**config.mk**
```make
export PLATFORM = sky130hd
export DESIGN_NAME = gpio_port_with_irq
export DESIGN_NICKNAME = d
export VERILOG_FILES = /design/src/hdl/gpio_port_pkg.sv /design/src/hdl/gpio_port_with_irq.sv
export SDC_FILE = /design/constraint.sdc
export NUM_CORES = 1
export LEC_CHECK = 0
export ABC_CLOCK_PERIOD_IN_PS = 3300
export BUFFER_PORTS_ARGS = -buffer_cell sky130_fd_sc_hd__buf_2
export CAP_MARGIN = 20
export CORE_AREA = 2 2 125 127
export DETAILED_ROUTE_END_ITERATION = 16
export DIE_AREA = 0 0 127 129
export PLACE_DENSITY = 0.58
export SETUP_SLACK_MARGIN = 0.05
export SLEW_MARGIN = 20
export SYNTH_ARGS = -nofsm -noshare
export SYNTH_HDL_FRONTEND = slang
export SYNTH_SLANG_ARGS = --single-unit
```
**constraint.sdc**
```tcl
create_clock -name clock_in -period 3.3 [get_ports clock_in]
set_input_delay 0 -clock clock_in [delete_from_list [all_inputs] [get_ports clock_in]]
set_output_delay 0 -clock clock_in [all_outputs]
set_load 0.1 [all_outputs]
```
**src/hdl/gpio_port_pkg.sv**
```systemverilog
/*
  Constants shared by the general-purpose I/O port: register byte offsets on the
  APB bus, reset values of the configuration registers and sizes of the port.
  Assumes a 12-bit byte address within one port's 4 KB window.
*/
package gpio_port_pkg;

  localparam int ADDR_W = 12;
  localparam int DATA_W = 32;
  localparam int PINS = 8;

  // The pin value register spans offsets 0x000 to 0x3fc; these bits pick that area.
  localparam logic [1:0] VALUE_AREA = 2'h0;
  localparam int MASK_LSB = 2;

  localparam logic [11:0] DIRECTION_OFFSET = 12'h400;
  localparam logic [11:0] SENSE_OFFSET = 12'h404;
  localparam logic [11:0] DUAL_EDGE_OFFSET = 12'h408;
  localparam logic [11:0] POLARITY_OFFSET = 12'h40c;
  localparam logic [11:0] ENABLE_OFFSET = 12'h410;
  localparam logic [11:0] RAW_OFFSET = 12'h414;
  localparam logic [11:0] MASKED_OFFSET = 12'h418;
  localparam logic [11:0] CLEAR_OFFSET = 12'h41c;
  localparam logic [11:0] TAKEOVER_OFFSET = 12'h420;
  localparam logic [11:0] IDENT_FIRST_OFFSET = 12'hfd0;
  localparam logic [11:0] IDENT_LAST_OFFSET = 12'hffc;
  localparam logic [11:0] BLOCK_IDENT_OFFSET = 12'hfe0;

  localparam logic [7:0] CONFIG_RESET = 8'h00;
  localparam logic [7:0] TAKEOVER_RESET = 8'h00;
  localparam logic [31:0] READ_ZERO = 32'h00000000;

  // Value is arbitrary; it only lets software recognise the block.
  localparam logic [31:0] BLOCK_IDENT_DEFAULT = 32'h0000005a;

endpackage

```
**src/hdl/gpio_port_with_irq.sv**
```systemverilog
/*
  One general-purpose I/O port: APB register slave, pin value access masked by
  address bits, per-pin direction, peripheral takeover, interrupt detection with
  raw and masked flags, one port interrupt and an optional converter trigger.
  Assumes pad inputs are asynchronous, peripheral signals share clock_in and the
  single reset input already combines power-on and external reset.
  Pins without a pad are cut off by PAD_PRESENT at every register but the takeover reset value, which takes DEBUG_PINS unmasked.

  // How it works
  // RQ1: Ordinary pins reset as software-controlled inputs.
  // RQ2: Debug pins reset owned by their peripheral.
  // RQ3: Any reset restores every pin's default.
  // RQ4: Address bits nine to two mask value access.
  // RQ5: Masked value write changes only selected bits.
  // RQ6: Masked value read returns zero elsewhere.
  // RQ7: Direction bit chooses input or driven output.
  // RQ8: One interrupt line for the whole port.
  // RQ9: Edge flags stay latched until software clears.
  // RQ10: Level sources hold level until recognised.
  // RQ11: Rising, falling, both, high or low detection.
  // RQ12: Enable bit forwards a pin's interrupt.
  // RQ13: Raw flags ignore the enable bits.
  // RQ14: Masked flags are raw and enabled.
  // RQ15: Enabled trigger pin event pulses converter trigger.
  // RQ16: Writing one clears a flag; zero does nothing.
  // RQ17: Detection setting writes may raise spurious flags.
  // RQ18: Software disables interrupt before changing detection.
  // RQ19: Takeover gives the peripheral the pad.
  // RQ20: No takeover means software drives pad.
  // RQ21: Every port is this same block.
  // RQ22: Fixed identification words are readable.
  // RQ23: Padless bits ignore writes, read zero.
  // RQ24: Interrupt is OR of raw AND enable.
  // RQ25: Pins synchronised, edges from consecutive samples.
*/
`timescale 1ns/1ps

module gpio_port_with_irq #(
  parameter int PIN_COUNT = gpio_port_pkg::PINS,
  parameter logic [7:0] PAD_PRESENT = 8'hff,
  parameter logic [7:0] DEBUG_PINS = 8'h00,
  parameter bit TRIGGER_USED = 1'b0,
  parameter int TRIGGER_PIN = 4,
  parameter logic [31:0] BLOCK_IDENT = gpio_port_pkg::BLOCK_IDENT_DEFAULT
) (
  // Clock and reset
  input wire logic clock_in,
  input wire logic resetn_in,
  // APB slave
  input wire logic psel_in,
  input wire logic penable_in,
  input wire logic pwrite_in,
  input wire logic [gpio_port_pkg::ADDR_W-1:0] paddr_in,
  input wire logic [gpio_port_pkg::DATA_W-1:0] pwdata_in,
  output logic [gpio_port_pkg::DATA_W-1:0] prdata_out,
  output logic pready_out,
  output logic pslverr_out,
  // Package pins
  input wire logic [PIN_COUNT-1:0] pad_in,
  output logic [PIN_COUNT-1:0] pad_out,
  output logic [PIN_COUNT-1:0] pad_oe_n_out,
  // Peripheral alternate signals
  input wire logic [PIN_COUNT-1:0] alt_value_in,
  input wire logic [PIN_COUNT-1:0] alt_drive_in,
  output logic [PIN_COUNT-1:0] alt_pin_out,
  // Interrupt controller and converter
  output logic irq_out,
  output logic converter_trigger_out
);

  localparam logic [PIN_COUNT-1:0] PAD_MASK = PAD_PRESENT[PIN_COUNT-1:0];
  localparam logic [PIN_COUNT-1:0] TAKEOVER_DEFAULT =
    gpio_port_pkg::TAKEOVER_RESET[PIN_COUNT-1:0] | DEBUG_PINS[PIN_COUNT-1:0];
  localparam logic [PIN_COUNT-1:0] CONFIG_DEFAULT = gpio_port_pkg::CONFIG_RESET[PIN_COUNT-1:0];

  logic [PIN_COUNT-1:0] pin_value_reg;
  logic [PIN_COUNT-1:0] pin_direction_bits;
  logic [PIN_COUNT-1:0] irq_sense_select;
  logic [PIN_COUNT-1:0] irq_dual_edge_select;
  logic [PIN_COUNT-1:0] irq_polarity_select;
  logic [PIN_COUNT-1:0] irq_enable_bits;
  logic [PIN_COUNT-1:0] irq_raw_flags;
  logic [PIN_COUNT-1:0] irq_raw_next;
  logic [PIN_COUNT-1:0] irq_masked_flags;
  logic [PIN_COUNT-1:0] irq_clear_bits;
  logic [PIN_COUNT-1:0] peripheral_takeover_select;
  logic [PIN_COUNT-1:0] sync_first_reg;
  logic [PIN_COUNT-1:0] sync_second_reg;
  logic [PIN_COUNT-1:0] sample_prev_reg;
  logic [PIN_COUNT-1:0] pin_event;
  logic [PIN_COUNT-1:0] addr_mask;
  logic [PIN_COUNT-1:0] value_read;
  logic [PIN_COUNT-1:0] wdata_pins;
  logic [gpio_port_pkg::DATA_W-1:0] read_word;
  logic read_error;
  logic access_done;
  logic write_done;
  logic value_area;
  logic write_value;
  logic write_direction;
  logic write_sense;
  logic write_dual_edge;
  logic write_polarity;
  logic write_enable;
  logic write_clear;
  logic write_takeover;
  logic ident_area;
  logic word_aligned;
  logic [PIN_COUNT-1:0] driven_pins;
  logic [gpio_port_pkg::DATA_W-1:0] prdata_reg;
  logic pready_reg;
  logic pslverr_reg;
  logic irq_reg;
  logic trigger_reg;
  logic [PIN_COUNT-1:0] pad_out_reg;
  logic [PIN_COUNT-1:0] pad_oe_n_reg;
  logic [PIN_COUNT-1:0] alt_pin_reg;

  assign prdata_out = prdata_reg;
  assign pready_out = pready_reg;
  assign pslverr_out = pslverr_reg;
  assign irq_out = irq_reg;
  assign converter_trigger_out = trigger_reg;
  assign pad_out = pad_out_reg;
  assign pad_oe_n_out = pad_oe_n_reg;
  assign alt_pin_out = alt_pin_reg;

  // The answer is prepared in the setup cycle so that read data leaves a flop;
  // the cost is that every transfer has exactly one access cycle, never zero.
  assign access_done = psel_in & penable_in & pready_reg;
  assign write_done = access_done & pwrite_in;
  assign value_area = (paddr_in[11:10] == gpio_port_pkg::VALUE_AREA);
  assign addr_mask = paddr_in[gpio_port_pkg::MASK_LSB +: PIN_COUNT] & PAD_MASK; // [RQ4] [RQ23]
  assign wdata_pins = pwdata_in[PIN_COUNT-1:0] & PAD_MASK; // [RQ23]

  // One strobe per register, so each register block below only asks whether it
  // is its turn; all of them fire at the edge that ends the access cycle.
  assign write_value = write_done & value_area;
  assign write_direction = write_done & (paddr_in == gpio_port_pkg::DIRECTION_OFFSET);
  assign write_sense = write_done & (paddr_in == gpio_port_pkg::SENSE_OFFSET);
  assign write_dual_edge = write_done & (paddr_in == gpio_port_pkg::DUAL_EDGE_OFFSET);
  assign write_polarity = write_done & (paddr_in == gpio_port_pkg::POLARITY_OFFSET);
  assign write_enable = write_done & (paddr_in == gpio_port_pkg::ENABLE_OFFSET);
  assign write_clear = write_done & (paddr_in == gpio_port_pkg::CLEAR_OFFSET);
  assign write_takeover = write_done & (paddr_in == gpio_port_pkg::TAKEOVER_OFFSET);
  assign irq_clear_bits = write_clear ? wdata_pins : '0; // [RQ16]
  assign irq_masked_flags = irq_raw_flags & irq_enable_bits; // [RQ14] [RQ24]

  // The identification words are the only mapped area above the pin registers.
  assign ident_area = (paddr_in >= gpio_port_pkg::IDENT_FIRST_OFFSET) &&
    (paddr_in <= gpio_port_pkg::IDENT_LAST_OFFSET);
  assign word_aligned = (paddr_in[1:0] == 2'h0);

  // Software-owned outputs read back what is driven; every other pin reads the
  // synchronised pad, so a peripheral-owned pin still shows its real level.
  assign driven_pins = pin_direction_bits & ~peripheral_takeover_select; // [RQ7] [RQ20]
  assign value_read = ((driven_pins & pin_value_reg) | (~driven_pins & sync_second_reg)) &
    addr_mask; // [RQ6]

  always_comb begin
    read_word = gpio_port_pkg::READ_ZERO;
    read_error = 1'b0;
    if (value_area) begin
      read_word[PIN_COUNT-1:0] = value_read; // [RQ6]
    end else begin
      unique case (paddr_in)
        gpio_port_pkg::DIRECTION_OFFSET: read_word[PIN_COUNT-1:0] = pin_direction_bits;
        gpio_port_pkg::SENSE_OFFSET: read_word[PIN_COUNT-1:0] = irq_sense_select;
        gpio_port_pkg::DUAL_EDGE_OFFSET: read_word[PIN_COUNT-1:0] = irq_dual_edge_select;
        gpio_port_pkg::POLARITY_OFFSET: read_word[PIN_COUNT-1:0] = irq_polarity_select;
        gpio_port_pkg::ENABLE_OFFSET: read_word[PIN_COUNT-1:0] = irq_enable_bits;
        gpio_port_pkg::RAW_OFFSET: read_word[PIN_COUNT-1:0] = irq_raw_flags; // [RQ13]
        gpio_port_pkg::MASKED_OFFSET: read_word[PIN_COUNT-1:0] = irq_masked_flags; // [RQ14]
        gpio_port_pkg::CLEAR_OFFSET: read_word = gpio_port_pkg::READ_ZERO;
        gpio_port_pkg::TAKEOVER_OFFSET: read_word[PIN_COUNT-1:0] = peripheral_takeover_select;
        gpio_port_pkg::BLOCK_IDENT_OFFSET: read_word = BLOCK_IDENT; // [RQ22]
        default: begin
          // Other identification words read as zero; anything else is an error.
          if (!ident_area || !word_aligned) begin
            read_error = 1'b1;
          end
        end
      endcase
    end
  end

  // Ready comes exactly one cycle after each setup cycle and is never held.
  always_ff @(posedge clock_in or negedge resetn_in) begin
    if (!resetn_in) begin
      pready_reg <= 1'b0;
    end else begin
      pready_reg <= psel_in & ~penable_in;
    end
  end

  // Read data is captured in the setup cycle and held until the next one, so
  // the access cycle never waits on the register decode.
  always_ff @(posedge clock_in or negedge resetn_in) begin
    if (!resetn_in) begin
      prdata_reg <= gpio_port_pkg::READ_ZERO;
    end else if (psel_in && !penable_in) begin
      prdata_reg <= pwrite_in ? gpio_port_pkg::READ_ZERO : read_word;
    end
  end

  // The error flag stands only in the access cycle, beside ready.
  always_ff @(posedge clock_in or negedge resetn_in) begin
    if (!resetn_in) begin
      pslverr_reg <= 1'b0;
    end else begin
      pslverr_reg <= psel_in & ~penable_in & read_error;
    end
  end

  // Pin value register: only bits selected by the address mask change.
  always_ff @(posedge clock_in or negedge resetn_in) begin
    if (!resetn_in) begin
      pin_value_reg <= CONFIG_DEFAULT;
    end else if (write_value) begin
      pin_value_reg <= (pin_value_reg & ~addr_mask) | (wdata_pins & addr_mask); // [RQ5]
    end
  end

  // One asynchronous reset serves both power-on and external reset.
  always_ff @(posedge clock_in or negedge resetn_in) begin
    if (!resetn_in) begin
      pin_direction_bits <= CONFIG_DEFAULT; // [RQ1] [RQ3]
    end else if (write_direction) begin
      pin_direction_bits <= wdata_pins; // [RQ7]
    end
  end

  // Debug pins come out of every reset owned by their peripheral, so a debugger
  // can reach the part before any software has run.
  always_ff @(posedge clock_in or negedge resetn_in) begin
    if (!resetn_in) begin
      peripheral_takeover_select <= TAKEOVER_DEFAULT; // [RQ1] [RQ2] [RQ3]
    end else if (write_takeover) begin
      peripheral_takeover_select <= wdata_pins; // [RQ19] [RQ20]
    end
  end

  // Each detection setting takes effect at once; a write may therefore raise a flag.
  always_ff @(posedge clock_in or negedge resetn_in) begin
    if (!resetn_in) begin
      irq_sense_select <= CONFIG_DEFAULT;
    end else if (write_sense) begin
      irq_sense_select <= wdata_pins; // [RQ11] [RQ17]
    end
  end

  always_ff @(posedge clock_in or negedge resetn_in) begin
    if (!resetn_in) begin
      irq_dual_edge_select <= CONFIG_DEFAULT;
    end else if (write_dual_edge) begin
      irq_dual_edge_select <= wdata_pins; // [RQ11]
    end
  end

  always_ff @(posedge clock_in or negedge resetn_in) begin
    if (!resetn_in) begin
      irq_polarity_select <= CONFIG_DEFAULT;
    end else if (write_polarity) begin
      irq_polarity_select <= wdata_pins; // [RQ11]
    end
  end

  // Clearing an enable bit hides a flag from the line but keeps the raw flag.
  always_ff @(posedge clock_in or negedge resetn_in) begin
    if (!resetn_in) begin
      irq_enable_bits <= CONFIG_DEFAULT;
    end else if (write_enable) begin
      irq_enable_bits <= wdata_pins; // [RQ12]
    end
  end

  // The first stage feeds only the second; detection looks at later stages.
  always_ff @(posedge clock_in or negedge resetn_in) begin
    if (!resetn_in) begin
      sync_first_reg <= '0;
      sync_second_reg <= '0;
    end else begin
      sync_first_reg <= pad_in; // [RQ25]
      sync_second_reg <= sync_first_reg; // [RQ25]
    end
  end

  // A third stage keeps the previous sample, so an edge is one sample against the next.
  always_ff @(posedge clock_in or negedge resetn_in) begin
    if (!resetn_in) begin
      sample_prev_reg <= '0;
    end else begin
      sample_prev_reg <= sync_second_reg; // [RQ25]
    end
  end

  // Per-pin detection, identical for every pin of every port instance.
  for (genvar i = 0; i < PIN_COUNT; i++) begin : g_detect // [RQ21]
    logic rise;
    logic fall;
    logic edge_hit;
    logic level_hit;
    assign rise = sync_second_reg[i] & ~sample_prev_reg[i]; // [RQ25]
    assign fall = ~sync_second_reg[i] & sample_prev_reg[i]; // [RQ25]
    assign edge_hit = irq_dual_edge_select[i] ? (rise | fall) :
      (irq_polarity_select[i] ? rise : fall); // [RQ11]
    assign level_hit = irq_polarity_select[i] ? sync_second_reg[i] : ~sync_second_reg[i]; // [RQ11]
    // A level flag follows the pin; an edge flag holds until cleared, and a new
    // edge in the clearing cycle wins. Changing the detection settings takes
    // effect at once, so a flag may appear without a real pin event.
    assign irq_raw_next[i] = !PAD_MASK[i] ? 1'b0 :
      irq_sense_select[i] ? level_hit :
      (edge_hit | (irq_raw_flags[i] & ~irq_clear_bits[i])); // [RQ9] [RQ16] [RQ17]
    assign pin_event[i] = irq_raw_next[i] & (~irq_raw_flags[i] | edge_hit);
  end

  always_ff @(posedge clock_in or negedge resetn_in) begin
    if (!resetn_in) begin
      irq_raw_flags <= '0;
    end else begin
      irq_raw_flags <= irq_raw_next; // [RQ9] [RQ13]
    end
  end

  // The line follows the next raw flags, so it rises in the same cycle as the flag.
  always_ff @(posedge clock_in or negedge resetn_in) begin
    if (!resetn_in) begin
      irq_reg <= 1'b0;
    end else begin
      irq_reg <= |(irq_raw_next & irq_enable_bits); // [RQ8] [RQ12] [RQ24]
    end
  end

  // Only a new event pulses the trigger, so a held level gives a single pulse.
  always_ff @(posedge clock_in or negedge resetn_in) begin
    if (!resetn_in) begin
      trigger_reg <= 1'b0;
    end else begin
      trigger_reg <= TRIGGER_USED & irq_enable_bits[TRIGGER_PIN] &
        pin_event[TRIGGER_PIN]; // [RQ15]
    end
  end

  // Pad control; the enable is low while the pad is driven.
  // Pins without a pad are never driven, whoever owns them.
  always_ff @(posedge clock_in or negedge resetn_in) begin
    if (!resetn_in) begin
      pad_out_reg <= '0;
    end else begin
      pad_out_reg <= PAD_MASK & ((peripheral_takeover_select & alt_value_in) |
        (~peripheral_takeover_select & pin_value_reg)); // [RQ19] [RQ20]
    end
  end

  always_ff @(posedge clock_in or negedge resetn_in) begin
    if (!resetn_in) begin
      pad_oe_n_reg <= '1; // [RQ1] [RQ3]
    end else begin
      pad_oe_n_reg <= ~(PAD_MASK & ((peripheral_takeover_select & alt_drive_in) |
        driven_pins)); // [RQ7] [RQ19] [RQ20]
    end
  end

  // Peripheral-owned pins pass the synchronised pad on; the others show zero.
  always_ff @(posedge clock_in or negedge resetn_in) begin
    if (!resetn_in) begin
      alt_pin_reg <= '0;
    end else begin
      alt_pin_reg <= peripheral_takeover_select & sync_second_reg; // [RQ19]
    end
  end

endmodule

```
==> metrics.md <==
| Metric | Value |
|---|---|
| Outcome | `finished, final reports clean` |
| Pre-CTS WS | `768 ps` |
| Via density | `5.28` |
| PortBufs | `83` |
| Finished Cell Area | `0.00749 mm2` |
| Nets | `732` |
| Syn_area_per_cell | `11.8 um2` |
| Largest net degree at the start of global routing | `71` |
| Via count | `4457` |
| Worst setup margin | `608 ps` |
| CTS Buf Count | `17` |
| Hold Crit Start | `paddr_in[3]` |
| Num ports | `133` |
| Initial DRT Pass Iterations | `5` |
| Multi-input logic area | `0.00252 mm2` |
| Synth top cells by count | `dfrtp_1, mux2_2, nand2_1` |
| Async set-reset flop share out of synthesis | `1.00` |
| Post-synth cell types | `50` |
| First-pass GRT wire length | `24.8 mm` |
| Sequential area share after synthesis | `0.525` |
| Worst path required time | `3600 ps` |
| Worst Setup Start Kind | `input port` |
| Tightest Pin Transition | `962 ps` |
| Power Density | `523 mW/mm2` |
| # setup viols final | `0` |
| Final antenna-violating net count | `0` |
| Clock Pin Slew Worst Setup and Hold Paths | `60 ps` |
| Crit path time final | `2690 ps` |
| FF-to-FF setup slack | `870 ps` |
| Die X | `127 um` |
| Leakage | `3.62 nW` |
| Wirelength per Cell | `18.8 um` |
| DRC errors left | `0` |
| Initial antenna violation count | `0` |
| Critical Path End Type | `register` |
| Cells after Synth | `500` |
| Number of diodes | `0` |
| GRT overflow | `0` |
| CTS-repair resized insts | `0` |
| WHS | `52.6 ps` |
| Cell Area, Synth | `0.00589 mm2` |
| Yosys top cell by area | `dfrtp_1` |
| FF+latch count, synth | `123` |
| Number of global-route vias before repair | `4581` |
| Share of the synthesized area in the top cell type | `0.489` |
| Clk buf depth | `2` |
| Clock latency at the later pin of the worst-skew pair | `420 ps` |
| CP Max Fanout | `10` |
| Core Footprint | `0.0150 mm2` |
| Die ar. | `0.0164 mm2` |
| Total global routing track utilization | `0.203` |
| Clock Tree Root | `clkbuf_16` |
| Max-slew violations | `0` |
| Most frequent cell after synthesis | `dfrtp_1` |
| Initial drt markers | `275` |
| TritonCTS clock tree | `yes` |
| Die Y | `129 um` |
| # fillers | `1346` |
| CP arrival | `3000 ps` |
| Initial Utilization | `0.393` |
| Reg area | `0.00309 mm2` |
| Predominant post-synthesis flop cell | `dfrtp_1` |
| Reg2Reg Depth | `7` |
| Type of the worst setup path | `input port to register` |
| Placed Area | `0.00650 mm2` |
| RSZ-0062 raised after global routing | `no` |
| Max Cap Viol | `0` |
| Share of cells above drive strength 1 | `0.319` |
| Leading post-synthesis cells by cell area | `dfrtp_1, mux2_2, dfstp_2, ha_1, buf_4` |
| GPL Wtd Cong | `0.899` |
| DP HPWL | `10.8 mm` |
| Worst Skew | `5.11 ps` |
| YS warnings | `0` |
| Number of flops mapped to enable cells by yosys | `0` |
| Area grow syn2layout | `27.3%` |
| Worst vdd ir | `0.336 mV` |
| Final Cycle Share | `0.816` |
| Fin util | `0.500` |
| Worst slew margin | `0.356` |
| Fin Setup TNS | `0 ps` |
| FMAX | `0.371 GHz` |
| Clk sinks | `123` |
| CTS HTree Levels | `4` |
| Reg2reg start | `pready_out` |
| Rows | `45` |
| Routed Wire Length | `15.9 mm` |
| Hold path cells | `3` |
| Hold Crit Class | `input port to register` |
| Fin. Hold Viols | `0` |
==> cells by family (layout without fill, tap and decap cells) <==
group,count (synthesis),in the layout,share of synthesized area
fa+ha+maj,16,16,0.0340
simple gates,101,101,0.0978
compound gates,106,106,0.125
flops,123,123,0.525
other cells,1,25,0.000637
mux,75,75,0.143
xor+xnor,8,8,0.0119
buf+inv,70,202,0.0629
==> routing by layer <==
metal  track usage  routed length (um)  up-vias
met5             0                   0        -
met4         0.107                 554        0
met3        0.0441                 885       39
met2         0.325                7530      188
met1         0.260                6920     2183
li1              -                   -     2047
==> worst max-delay path, stage by stage <==
cell           delay, ps
dlygate4sd3_1        560
buf_2                140
or4_1                690
buf_4                270
nor4_2               280
and2b_1              630
mux2_2               410
==> stage by stage <==
step           power, W  instances
2_1_floorplan   0.00197        524
3_3_place_gp    0.00207        771
3_5_place_dp    0.00208        771
4_1_cts         0.00396        844
5_1_grt         0.00407        844
6_report        0.00392        844
==> cell type report <==
class / count / share of cell area
clock buffers: 25 / 0.0661
inverters: 33 / 0.0165
multi-input cells: 331 / 0.337
flip-flops and latches: 123 / 0.412
clock inverters: 7 / 0.0117
well taps: 188 / 0.0314
repair buffers: 137 / 0.125
==> how the worst max path moves through the flow <==
| stage | end | slack, ps | depth (start not counted) | startpoint |
|---|---|---|---|---|
| global placement | pin_direction_bits[2] | 820 | 6 | paddr_in[7] |
| global route | peripheral_takeover_select[0] | 560 | 7 | paddr_in[6] |
| detailed placement | peripheral_takeover_select[7] | 770 | 6 | paddr_in[7] |
| finish | peripheral_takeover_select[7] | 610 | 7 | paddr_in[6] |
| floorplan | irq_polarity_select[0] | 850 | 4 | pready_out |
| CTS | peripheral_takeover_select[7] | 620 | 7 | paddr_in[6] |
==> report_power, final <==
group / total, W / switching (W) / internal, W / leakage (nW)
Sequential: 0.00158 / 0.0000288 / 0.00155 / 1.58
Clock: 0.00183 / 0.000640 / 0.00118 / 0.287
Combinational: 0.000515 / 0.000396 / 0.000119 / 1.76
==> placed cells by master (no fill, tap or decap), types with 3 or more instances in the layout <==
cell,Yosys,routed
a21o_1,8,8
a21oi_1,18,18
a221oi_1,6,6
a222oi_1,5,5
a22oi_1,12,12
a31oi_1,8,8
a32oi_1,9,9
and2_1,8,8
buf_2,3,82
buf_4,25,13
clkbuf_1,5,4
clkbuf_16,0,17
clkbuf_8,0,4
clkinv_2,0,4
conb_1,1,25
dfrtp_1,115,115
dfstp_2,8,8
dlygate4sd3_1,0,41
ha_1,16,16
inv_1,33,33
mux2_2,64,64
mux2i_1,10,10
nand2_1,45,45
nand2b_1,4,4
nand4_1,3,3
nor2_1,8,8
nor2b_1,8,8
nor3_1,3,3
o2111a_1,3,3
o21ai_0,25,25
o41ai_1,8,8
or4_1,3,3
xor2_1,8,8
==> what timing repair did <==
| item | in CTS | in global routing |
|---|---|---|
| hold buffers | 41 | 0 |
| buffers inserted | 0 | 0 |
| hold endpoints to repair | 145 | 0 |
(Power assumes the default switching activity.)
